**config.mk**
```make
export PLATFORM = sky130hd
export DESIGN_NAME = branch_unit
export DESIGN_NICKNAME = d
export VERILOG_FILES = /design/src/common/branch_pkg.sv /design/src/hdl/branch_condition.sv /design/src/hdl/branch_unit.sv
export SDC_FILE = /design/constraint.sdc
export NUM_CORES = 1
export LEC_CHECK = 0
export BUFFER_PORTS_ARGS = -buffer_cell sky130_fd_sc_hd__buf_2
export CAP_MARGIN = 20
export CELL_PAD_IN_SITES_DETAIL_PLACEMENT = 2
export CELL_PAD_IN_SITES_GLOBAL_PLACEMENT = 2
export CORE_MARGIN = 2
export CORE_UTILIZATION = 29
export DETAILED_ROUTE_END_ITERATION = 10
export PLACE_DENSITY = 0.85
export SLEW_MARGIN = 20
export SYNTH_ARGS = -nofsm -noshare
export SYNTH_HDL_FRONTEND = slang
export SYNTH_SLANG_ARGS = --single-unit
```
**constraint.sdc**
```tcl
create_clock -name clk_sys -period 3.2 [get_ports clk_sys]
set_input_delay 0.96 -clock clk_sys [delete_from_list [all_inputs] [get_ports clk_sys]]
set_output_delay 0.96 -clock clk_sys [all_outputs]
set_load 0.1 [all_outputs]
```
**src/common/branch_pkg.sv**
```systemverilog
// Shared constants and types for the conditional branch unit.
package branch_pkg;
	// ==========================================================
	// Widths
	localparam int PC_WIDTH = 16;
	localparam int OFFSET_WIDTH = 7;

	// ==========================================================
	// Reset values and cycle counts
	localparam logic [15:0] PC_RESET = 16'h0000;
	localparam int TAKEN_CYCLES = 2;
	localparam int NOT_TAKEN_CYCLES = 1;

	// ==========================================================
	// Branch condition codes supplied by the decoder
	typedef enum logic [2:0] {
		branch_if_lower,
		branch_if_same_or_higher,
		branch_if_negative,
		branch_if_positive,
		branch_if_signed_ge,
		branch_if_signed_lt,
		branch_if_halfcarry_set,
		branch_if_halfcarry_clear
	} branch_op_type;
endpackage

```
**src/hdl/branch_condition.sv**
```systemverilog
// Combinational evaluation of a branch condition against the status flags.
`timescale 1ns/1ps
module branch_condition (
	input wire branch_pkg::branch_op_type op, // Decoded branch kind.
	input wire logic flag_c, // Carry flag.
	input wire logic flag_n, // Negative flag.
	input wire logic flag_v, // Overflow flag.
	input wire logic flag_h, // Half-carry flag.
	output logic cond_true // High when the branch is taken.
);
	// ==========================================================
	// Condition table
	// Signed compares use N xor V so overflowed subtractions still order correctly.
	always_comb begin
		unique case (op)
			branch_pkg::branch_if_lower: cond_true = flag_c;
			branch_pkg::branch_if_same_or_higher: cond_true = !flag_c;
			branch_pkg::branch_if_negative: cond_true = flag_n;
			branch_pkg::branch_if_positive: cond_true = !flag_n;
			branch_pkg::branch_if_signed_ge: cond_true = !(flag_n ^ flag_v);
			branch_pkg::branch_if_signed_lt: cond_true = flag_n ^ flag_v;
			branch_pkg::branch_if_halfcarry_set: cond_true = flag_h;
			branch_pkg::branch_if_halfcarry_clear: cond_true = !flag_h;
		endcase
	end
endmodule

```
**src/hdl/branch_unit.sv**
```systemverilog
// Conditional relative branch unit: condition test, target and cycle timing.
// How it works
// - Lower: jump when carry is set.
// - Negative: jump when N is set.
// - Positive: jump when N is clear.
// - Signed ge: jump when N xor V clear.
// - Signed lt: jump when N xor V set.
// - Half-carry set: jump when H set.
// - Half-carry clear: jump when H clear; flags untouched, 1/2 cycles.
`timescale 1ns/1ps
module branch_unit (
	input wire logic clk_sys, // Core clock, 125 MHz.
	input wire logic reset, // Synchronous, active high.
	input wire logic issue_valid, // Decoder presents a branch this cycle.
	output logic issue_ready, // Unit can accept a branch.
	input wire branch_pkg::branch_op_type issue_op, // Branch kind.
	input wire logic [6:0] issue_offset, // Signed offset k.
	input wire logic [15:0] pc_current, // Address of the branch instruction.
	input wire logic flag_c, // Carry flag.
	input wire logic flag_n, // Negative flag.
	input wire logic flag_v, // Overflow flag.
	input wire logic flag_h, // Half-carry flag.
	output logic [15:0] pc_next, // Next program counter, registered.
	output logic pc_load, // One-cycle pulse: pc_next is a jump target.
	output logic done, // One-cycle pulse: branch completed.
	output logic flags_write // Always low: branches never alter flags.
);
	typedef enum {idle_st, taken_st} state_type;
	state_type state_reg;
	logic cond_true;
	logic [15:0] target_next;

	// ==========================================================
	// Condition evaluation
	// The condition table is pure logic on the live flags. The flags must therefore be
	// settled in the issue cycle, because the unit keeps no copy of them.
	branch_condition branch_condition_inst (
		.op(issue_op),
		.flag_c(flag_c),
		.flag_n(flag_n),
		.flag_v(flag_v),
		.flag_h(flag_h),
		.cond_true(cond_true)
	);

	// Sign-extend k and add PC plus one, wrapping in the 16-bit space.
	function automatic logic [15:0] rel_target(input logic [15:0] pc, input logic [6:0] k);
		logic [15:0] ext;
		ext = {{9{k[6]}}, k};
		return 16'(pc + ext + 16'h0001);
	endfunction

	// Target, handshake and flag strobe.
	// Ready is combinational so that a not-taken branch can follow at the very next edge.
	// It drops only for the one busy cycle after a taken branch is accepted, before its target loads.
	assign target_next = rel_target(pc_current, issue_offset);
	assign issue_ready = (state_reg == idle_st);
	assign flags_write = 1'b0;

	// ==========================================================
	// Sequencing: a taken branch spends a second cycle while the target loads.
	// A second state is all that the taken path needs, so no counter is kept.
	// The trade-off is that the two-cycle figure is fixed by the structure itself.
	always_ff @(posedge clk_sys) begin
		if (reset) begin
			state_reg <= idle_st;
		end else begin
			unique case (state_reg)
				idle_st: begin
					if (issue_valid && cond_true) begin
						state_reg <= taken_st;
					end
				end
				taken_st: state_reg <= idle_st;
			endcase
		end
	end

	// Results; the fall-through address is PC plus one.
	// pc_next is written at the accept edge and then held until the next accepted branch.
	// The done and pc_load pulses last one cycle only, so callers must not poll them late.
	always_ff @(posedge clk_sys) begin
		if (reset) begin
			pc_next <= branch_pkg::PC_RESET;
			pc_load <= 1'b0;
			done <= 1'b0;
		end else begin
			pc_load <= 1'b0;
			done <= 1'b0;
			if (state_reg == idle_st && issue_valid) begin
				if (cond_true) begin
					pc_next <= target_next;
				end else begin
					pc_next <= 16'(pc_current + 16'h0001);
					done <= 1'b1;
				end
			end else if (state_reg == taken_st) begin
				pc_load <= 1'b1;
				done <= 1'b1;
			end
		end
	end

	// ==========================================================
	// Checks
	// Target captured at the accept edge, for comparison when the load pulse comes.
	logic [15:0] exp_reg;
	always_ff @(posedge clk_sys) begin
		if (reset) begin
			exp_reg <= 16'h0000;
		end else if (issue_valid && issue_ready) begin
			exp_reg <= 16'(pc_current + {{9{issue_offset[6]}}, issue_offset} + 16'h0001);
		end
	end
endmodule

```
==> reports/metrics.cfg, run 1 <==
[run_status]
outcome=complete, no violations

[cts]
cts_root_buf=clkbuf_8
cts_max_level=1
cts_setup_buffers=0
cts_buffers=3
clock-sinks=19
clkSlewWorstSetupHoldPaths_ps=70
cts_tree=done
cts_hold_buf=0
cts_resized=0
clk_latency_ps=250
cts_buffer_depth=2

[critical_path]
crit_fanout=4
cp.required_ps=3350
cp-start-kind=input port
reg2reg_depth=4
end_kind=flop
critPathArrivalTime_ps=3030
critical_path_class=in2reg

[global_route]
grt_usage_pct=17.94
grt_pass1_wl_um=10560
antenna_found_initial=0
first_global_vias=2065
grt_max_degree=34
overflow=0

[logic_synthesis]
yosysMostFrequentCell=nor2_1
yosys.area.top_type=dfxtp_1
yosysUniqueCellTypes=46
synth-edff-count=0
async_reset_ff_share_pct=0
syn_inst=248
ys.flop_type=dfxtp_1
synth-seq-area-share_pct=20.33
syn_avg_cell_area_sq_um=7.543
yosys-top-cells-count=26 x nor2_1, 20 x nand2_1, 19 x dfxtp_1
syn_area_sq_um=1871
yosys.area.top_type_share_pct=20.33
yosys_register_bits=19
synth_area_leaders=dfxtp_1 20%, ha_1 11%, xnor2_1 6.6%, xor2_1 6.1%, nor2_1 5.2%
syn_nets=298
yosys_warnings=0

[routing]
ant_nets=0
drt_iter0_drc=84
routedWlPerCell_um=16.70
vias=1979
first_pass_iters=4
wirelength_um=6229
route.detailed.drc=0
met1_length_um=2890
viasPerCell=5.306
topRoutingLayerUsed=met4
met2RoutedLength_um=3175
met3_length_um=129

[timing]
rsz0062_at_grt=false
period_share_pct=90.17
whs_ps=463.2
setup_viol=0
worst_pin_slew_ps=724.4
finalSetupTns_ps=0
max_slew_margin_pct=51.61
post-route-min-period_ps=2885
fmax_mhz=346.6
finalHoldViolCount=0
final_max_slew_viol_count=0
finalClockSkew_ps=1.843

[placed_design]
place.gp.congestion=0.8647
portBuffers=51
dp.cells=369
post-dp-hpwl_um=5268

[floorplan]
row_count=29
dieArea_sq_um=7108
ios=53
chipHeight_um=84.31
die_w_um=84.31
core_sq_um=6277
start_util_pct=29.80

[flow_run]
cap_violations=0

[layout]
final_cells=373
fin_util_pct=35.92
area_growth_pct=20.53
drive_gt1_share_pct=20.95
fin_nets=347
largest_register=pc_next
num_antenna_cells=0
largest_reg_flops=16

[hold_path]
hold_path.class=reg2reg
worstHoldPathCells=2

[power_and_ir_drop]
p_leak_nw=0.9887
p_per_area_nw_per_um2=438.9
finalPower_mw=0.9896
vdd_drop_max_mv=0.2496

==> critical path, stage by stage <==
cell,delay (ps)
buf_2,110
inv_1,60
ha_1,160
inv_1,50
fa_1,420
a211oi_1,260
o21a_1,230
a211oi_1,130
o21ai_0,240
mux2i_1,110
o41ai_1,290
==> cell type report <==
cell class	count	area, sq um
Clock buffer	4	45.04
Fill cell	771	4023
Inverter	9	33.78
Sequential cell	19	380.4
Timing Repair Buffer	55	297.8
Tap cell	77	96.34
Multi-Input combinational cell	209	1401
==> where the power goes <==
part / internal, mW / switching (mW) / leakage, nW / total (mW)
Clock: 0.0882 / 0.0736 / 0.0228 / 0.162
Combinational: 0.154 / 0.398 / 0.809 / 0.552
Sequential: 0.263 / 0.0132 / 0.157 / 0.276
==> worst paths after layout <==
check / to / slack, ps / start
worst max register to register: pc_next[13] / 1580 / state_reg[0]
worst min register to register: pc_next[0] / 460 / pc_next[0]
worst max-delay path: pc_next[14] / 310 / pc_current[0]
worst min-delay path: pc_next[0] / 460 / pc_next[0]
==> cell usage in the layout (no fill, tap or decap), drive strengths merged, types with 3 or more instances in the layout <==
cell    Yosys  routed
nand3      10      10
nand2      20      20
ha         16      16
o21a        4       4
o21ai      19      19
nand4       5       5
nor2       26      26
mux2i       4       4
nand3b      3       3
a211oi     10      10
buf         4      55
nor3        9       9
a21oi      18      18
o211ai      3       3
a31oi       5       5
inv         9       9
clkbuf      7       4
dfxtp      19      19
xnor2      14      14
and3        5       5
xor2       14      14
==> through the flow <==
| step | setup slack (ps) | area, sq um |
|---|---|---|
| 2_1_floorplan | 401.5 | 1871 |
| 4_1_cts | 284.6 | 2255 |
| 3_5_place_dp | 0.2942 | 2210 |
| 6_report | 314.7 | 2255 |
| 5_1_grt | 123.4 | 2255 |
| 3_3_place_gp | 139.1 | 2210 |
==> kinds of logic (layout without fill, tap and decap cells) <==
logic type      count (synthesis)  in the layout  synth area share [%]
other cells                     1              1                0.2005
fa+ha+maj                      17             17                 11.77
simple gates                   88             88                 22.68
flops                          19             19                 20.33
compound gates                 70             70                 23.41
mux                             5              5                 3.344
xor+xnor                       28             28                 13.51
buf+inv                        20             68                 4.749
==> layer usage <==
| metal | vias to the layer above | GRT usage [%] |
|---|---|---|
| met1 | 965 | 24.20 |
| met2 | 25 | 31.82 |
| li1 | 987 | - |
| met5 | - | 0 |
| met3 | 2 | 1.180 |
| met4 | 0 | 3.079 |
Note: power is estimated with default switching activity, not from simulation.
==> run 2: changes to the inputs <==
--- a/config.mk
+++ b/config.mk
@@ -9,6 +9,7 @@
 export CAP_MARGIN = 20
 export CELL_PAD_IN_SITES_DETAIL_PLACEMENT = 2
 export CELL_PAD_IN_SITES_GLOBAL_PLACEMENT = 2
+export CORE_ASPECT_RATIO = 1.25
 export CORE_MARGIN = 2
 export CORE_UTILIZATION = 29
 export DETAILED_ROUTE_END_ITERATION = 10
==> constraint.sdc (replaced) <==
create_clock -name clk_sys -period 3 [get_ports clk_sys]
set_input_delay 0.9 -clock clk_sys [delete_from_list [all_inputs] [get_ports clk_sys]]
set_output_delay 0.9 -clock clk_sys [all_outputs]
set_load 0.1 [all_outputs]
==> run 2 against run 1 <==
Cell count rose by 3.5%; count of clock-buffer cells in the layout fell by 1; sequential share of layout area fell by 0.36 points; critical endpoint unchanged; largest power group unchanged.
==> reports/metrics.cfg, run 2 (synthesis results as in run 1) <==
[power_and_ir_drop]
p_switching_mw=0.5329
swShare_pct=49.55
finalPower_mw=1.076
vdd_drop_max_mv=0.1843
p_leak_nw=1.015
p_per_area_nw_per_um2=466.9
seq_power_share_pct=27.3
intPower_mw=0.5426
p_comb_share_pct=55.7
clkPwrFrac_pct=17.0

[routing]
route.detailed.drc=0
ant_nets=0
viasPerCell=5.295
vias=2044
first_pass_iters=4
routedWlPerCell_um=16.74
wirelength_um=6463
drt_iter0_drc=53

[layout]
multi_input_area_sq_um=1401
final_cell_mix=51 x buf_2, 26 x nor2_1, 20 x nand2_1, 19 x dfxtp_1, 18 x a21oi_1
fin_nets=352
fin_util_pct=37.12
largest_reg_flops=16
drive_gt1_share_pct=22.59
final_common_cell=buf_2
num_antenna_cells=0
area_growth_pct=23.14
largest_register=pc_next
ff_latch_area_sq_um=380.4
fillers=751

[timing]
period_share_pct=93.07
max_slew_margin_pct=62.99
fmax_mhz=358.1
final_max_slew_viol_count=0
post-route-min-period_ps=2792
finalClockSkew_ps=0.9329
setup_viol=0
rsz0062_at_grt=false
worst_pin_slew_ps=554.1
finalHoldViolCount=0

[critical_path]
r2r_slack_ps=1450
r2r_end=pc_next[12]
crit_start=pc_current[0]
cp.required_ps=3160
r2r-start=state_reg[0]
crit_path_end=pc_next[14]
cp-start-kind=input port
critical_path_class=in2reg
critPathArrivalTime_ps=2960
crit_fanout=3
reg2reg_depth=5
end_kind=flop

[placed_design]
portBuffers=51
post-dp-hpwl_um=5275
place.gp.congestion=0.8280

[flow_run]
cap_violations=0

[hold_path]
hp-start=pc_next[0]
hold_path.class=reg2reg

[cts]
cts_max_level=1
clkSlewWorstSetupHoldPaths_ps=70
cts_buffers=3
clock-sinks=19
cts_tree=done
cts_setup_buffers=0
cts_hold_buf=0
cts_resized=0
cts_buffer_depth=2
cts_root_buf=clkbuf_8
clk_latency_ps=260

[floorplan]
dieArea_sq_um=7113
core_sq_um=6206
row_count=32
start_util_pct=30.14
die_w_um=75.84
ios=53
chipHeight_um=93.79

[global_route]
grt_pass1_wl_um=10650
grt_usage_pct=19.26
grt_max_degree=34
antenna_found_initial=0
first_global_vias=2196
overflow=0

[run_status]
outcome=complete, no violations

==> run 2: through the flow <==
step	TNS (ps)	instance area, sq um	worst slack (ps)	cells	hold WS (ps)
floorplan	0	1871	261.5	248	623.5
global placement	0	2257	72.59	382	439.2
detailed placement	-132.2	2257	-91.48	382	452.9
CTS	0	2303	174.3	386	465.5
global route	0	2303	22.47	386	492.7
finish	0	2303	207.8	386	459.9
==> run 2: worst min-delay path by stage <==
stage	end	cells after the start	slack (ps)
after floorplan	state_reg[0]	4	620
after global placement	pc_next[0]	2	440
after detailed placement	pc_next[0]	2	450
after CTS	pc_next[0]	2	470
after global routing	pc_next[0]	2	490
final	pc_next[0]	2	460
==> run 2: critical path, cell delays in order <==
cell	delay (ps)
buf_2	110
inv_1	70
ha_1	170
inv_1	60
fa_1	380
a211oi_1	260
o21a_1	220
a211oi_1	120
o21ai_0	250
mux2i_1	120
o41ai_1	290
==> run 2: power groups by stage <==
stage	Combinational (mW)	Clock, mW	Sequential (mW)
floorplan	0.255	0	0.489
global placement	0.577	0	0.298
detailed placement	0.597	0	0.300
CTS	0.602	0.186	0.294
global route	0.647	0.201	0.297
finish	0.599	0.183	0.294
==> run 2: final cells by class <==
class | instances | area share [%]
clock buffers | 3 | 1.793
well taps | 85 | 4.617
repair buffers | 60 | 14.56
flip-flops and latches | 19 | 16.51
multi-input cells | 209 | 60.84
clock inverters | 1 | 0.2173
inverters | 9 | 1.467
==> run 2: metal layers <==
metal | part of all wire, % | GRT usage [%]
met1 | 46 | 24.64
met2 | 50 | 32.83
met3 | 2.2 | 1.931
met4 | 1.9 | 6.433
met5 | 0 | 0
==> run 3: changes to the inputs <==
--- a/config.mk
+++ b/config.mk
@@ -5,13 +5,14 @@
 export SDC_FILE = /design/constraint.sdc
 export NUM_CORES = 1
 export LEC_CHECK = 0
+export ABC_AREA = 1
 export BUFFER_PORTS_ARGS = -buffer_cell sky130_fd_sc_hd__buf_2
 export CAP_MARGIN = 20
 export CELL_PAD_IN_SITES_DETAIL_PLACEMENT = 2
 export CELL_PAD_IN_SITES_GLOBAL_PLACEMENT = 2
 export CORE_ASPECT_RATIO = 1.25
 export CORE_MARGIN = 2
-export CORE_UTILIZATION = 29
+export CORE_UTILIZATION = 27
 export DETAILED_ROUTE_END_ITERATION = 10
 export PLACE_DENSITY = 0.85
 export SLEW_MARGIN = 20
==> run 3 against run 2 <==
Synthesized cell count rose by 61%; largest cell class unchanged; clock skew rose by 1.7 ps; register-to-register slack gained 270 ps; first-iteration DRC count up 25%; clock power increased by 4%; sequential share of layout area down 2.2 points; the flow now finishes with violations (DRC); critical path depth is 3 higher; hold slack improved by 2.8 ps; core utilization shrank 4.6 points; largest power group unchanged; sequential power about the same.
==> reports/metrics.cfg, run 3 <==
[routing]
topRoutingLayerUsed=met4
met1_length_um=3520
route.detailed.drc=2
met2RoutedLength_um=4398
vias=2617
met3_length_um=138
routedWlPerCell_um=14.93
first_pass_iters=7
wirelength_um=8180
drt_iter0_drc=66
viasPerCell=4.776
ant_nets=0

[floorplan]
dieArea_sq_um=9102
row_count=37
die_w_um=85.74
start_util_pct=27.52
ios=53
core_sq_um=8194
chipHeight_um=106.2

[run_status]
outcome=finished, violations left
failed_checks=DRC

[critical_path]
crit_path_cell_trace=buf_2 -> inv_1 -> ha_1 -> inv_1 -> fa_1 -> nand2_1 -> nand2_1 -> nand3_1 -> nand2_1 -> nand2_1 -> nand2_1 -> nand2_1 -> nand3_1 -> a21oi_1
cp_common_cell=nand2_1
r2r_end=pc_next[2]
reg2reg_depth=7
critical_path.max_stage_delay_ps=420
critical_path_class=in2reg
critPathArrivalTime_ps=2540
r2r_slack_ps=1720
cp.required_ps=3200
end_kind=flop
r2r-start=state_reg[0]
critPathSlowestCell=fa_1
cp-start-kind=input port
crit_fanout=3

[timing]
fmax_mhz=428.0
period_share_pct=77.89
post-route-min-period_ps=2337
whs_ps=462.6
finalSetupTns_ps=0
finalHoldViolCount=0
setup_viol=0
fin_ws_ps=663.4
final_max_slew_viol_count=0
finalClockSkew_ps=2.628
rsz0062_at_grt=false

[hold_path]
hold_path.class=reg2reg
min_to=pc_load
worstHoldPathCells=2
hp-start=state_reg[0]

[logic_synthesis]
syn_area_sq_um=2255
yosys.area.top_type=nand2_1
syn_inst=399
yosysMostFrequentCell=nand2_1
syn_nets=449
yosys-top-cells-count=131 x nand2_1, 58 x inv_1, 55 x nor2_1
async_reset_ff_share_pct=0
yosys_warnings=0
yosys.area.top_type_share_pct=21.81
ys.flop_type=dfxtp_1
syn_avg_cell_area_sq_um=5.651
yosysUniqueCellTypes=32
synth_area_leaders=nand2_1 22%, dfxtp_1 17%, inv_1 9.7%, nor2_1 9.2%, ha_1 8.9%
synth-edff-count=0
yosys_register_bits=19
synth-seq-area-share_pct=16.87

[power_and_ir_drop]
p_per_area_nw_per_um2=408.5
finalPower_mw=1.089
vdd_drop_max_mv=0.1261
p_leak_nw=1.542

[layout]
fin_util_pct=32.52
final_cell_mix=131 x nand2_1, 58 x inv_1, 55 x nor2_1, 51 x buf_2, 34 x nand3_1
largest_reg_flops=16
num_antenna_cells=0
fin_nets=502
stdcell_area_sq_um=2665
area_growth_pct=18.20
drive_gt1_share_pct=18.18
largest_register=pc_next
final_cells=548
final_common_cell=nand2_1
fillers=1079

[placed_design]
dp.cells=544
pre_cts_ws_ps=369.7
placed_area_sq_um=2619
portBuffers=51
place.gp.congestion=0.8309
post-dp-hpwl_um=7136

[cts]
cts_resized=0
cts_tree=done
cts_buffer_depth=2
cts_root_buf=clkbuf_8
cts_setup_buffers=0
cts_hold_buf=0
cts_max_level=1
cts_buffers=3
clkSlewWorstSetupHoldPaths_ps=80
clk_latency_ps=260
clock-sinks=19

[global_route]
grt_pass1_wl_um=13610
grt_usage_pct=18.79
antenna_found_initial=0
grt_max_degree=15
overflow=0
first_global_vias=2852

[flow_run]
cap_violations=0

[run 3: changes by cell type after synthesis, sizes merged, moves of 7 or more]
cell and delta:
xnor2 -7, xor2 -8, nand3 +25, inv +54, o21ai -9, nand2 +117, a211oi -10, nor2 +38
[run 3: area by class of cell]
class | instances | area [sq um] | area share (%)
Clock buffer | 3 | 41.29 | 1.549
Clock inverter | 1 | 5.005 | 0.1878
Inverter | 64 | 242.7 | 9.108
Multi-Input combinational cell | 312 | 1612 | 60.47
Sequential cell | 19 | 380.4 | 14.27
Tap cell | 97 | 121.4 | 4.554
Timing Repair Buffer | 52 | 262.8 | 9.859
[run 3: cells by family (layout without fill, tap and decap cells)]
group	count (synthesis)	count (layout)	share of synthesized area, %
other	1	1	0.1663
adder cells (fa/ha/maj)	17	17	9.767
buffers and inverters	68	120	11.65
XOR/XNOR	13	13	5.050
flip-flops	19	19	16.87
AND/OR/NAND/NOR	251	251	49.83
AO/OA/AOI/OAI	30	30	6.660
[run 3: power by group]
part / internal [mW] / leakage (nW) / switching [mW]
Sequential: 0.278 / 0.157 / 0.0126
Combinational: 0.152 / 1.36 / 0.456
Clock: 0.0927 / 0.0255 / 0.0979
Total: 0.522 / 1.54 / 0.566
[run 3: routing by layer]
layer / global-route usage, % / up-vias
li1: - / 1336
met1: 21.83 / 1244
met2: 36.50 / 31
met3: 0.5435 / 6
met4: 5.669 / 0
met5: 0 / -
[run 3: worst max-delay path: cells and delay by family]
family                   cells  cell delay (ps)
AO/OA/AOI/OAI                1              140
adder cells (fa/ha/maj)      2              560
buffers and inverters        3              240
AND/OR/NAND/NOR              8              680
[run 3: how the worst max path moves through the flow]
| stage | from | end | cells past startpoint | slack (ps) |
|---|---|---|---|---|
| floorplan | pc_current[0] | pc_next[10] | 12 | 780 |
| global placement | issue_offset[6] | pc_next[13] | 10 | 450 |
| detailed placement | issue_offset[6] | pc_next[13] | 9 | 370 |
| CTS | pc_current[0] | pc_next[14] | 14 | 650 |
| global route | pc_current[0] | pc_next[14] | 14 | 470 |
| finish | pc_current[0] | pc_next[14] | 14 | 660 |
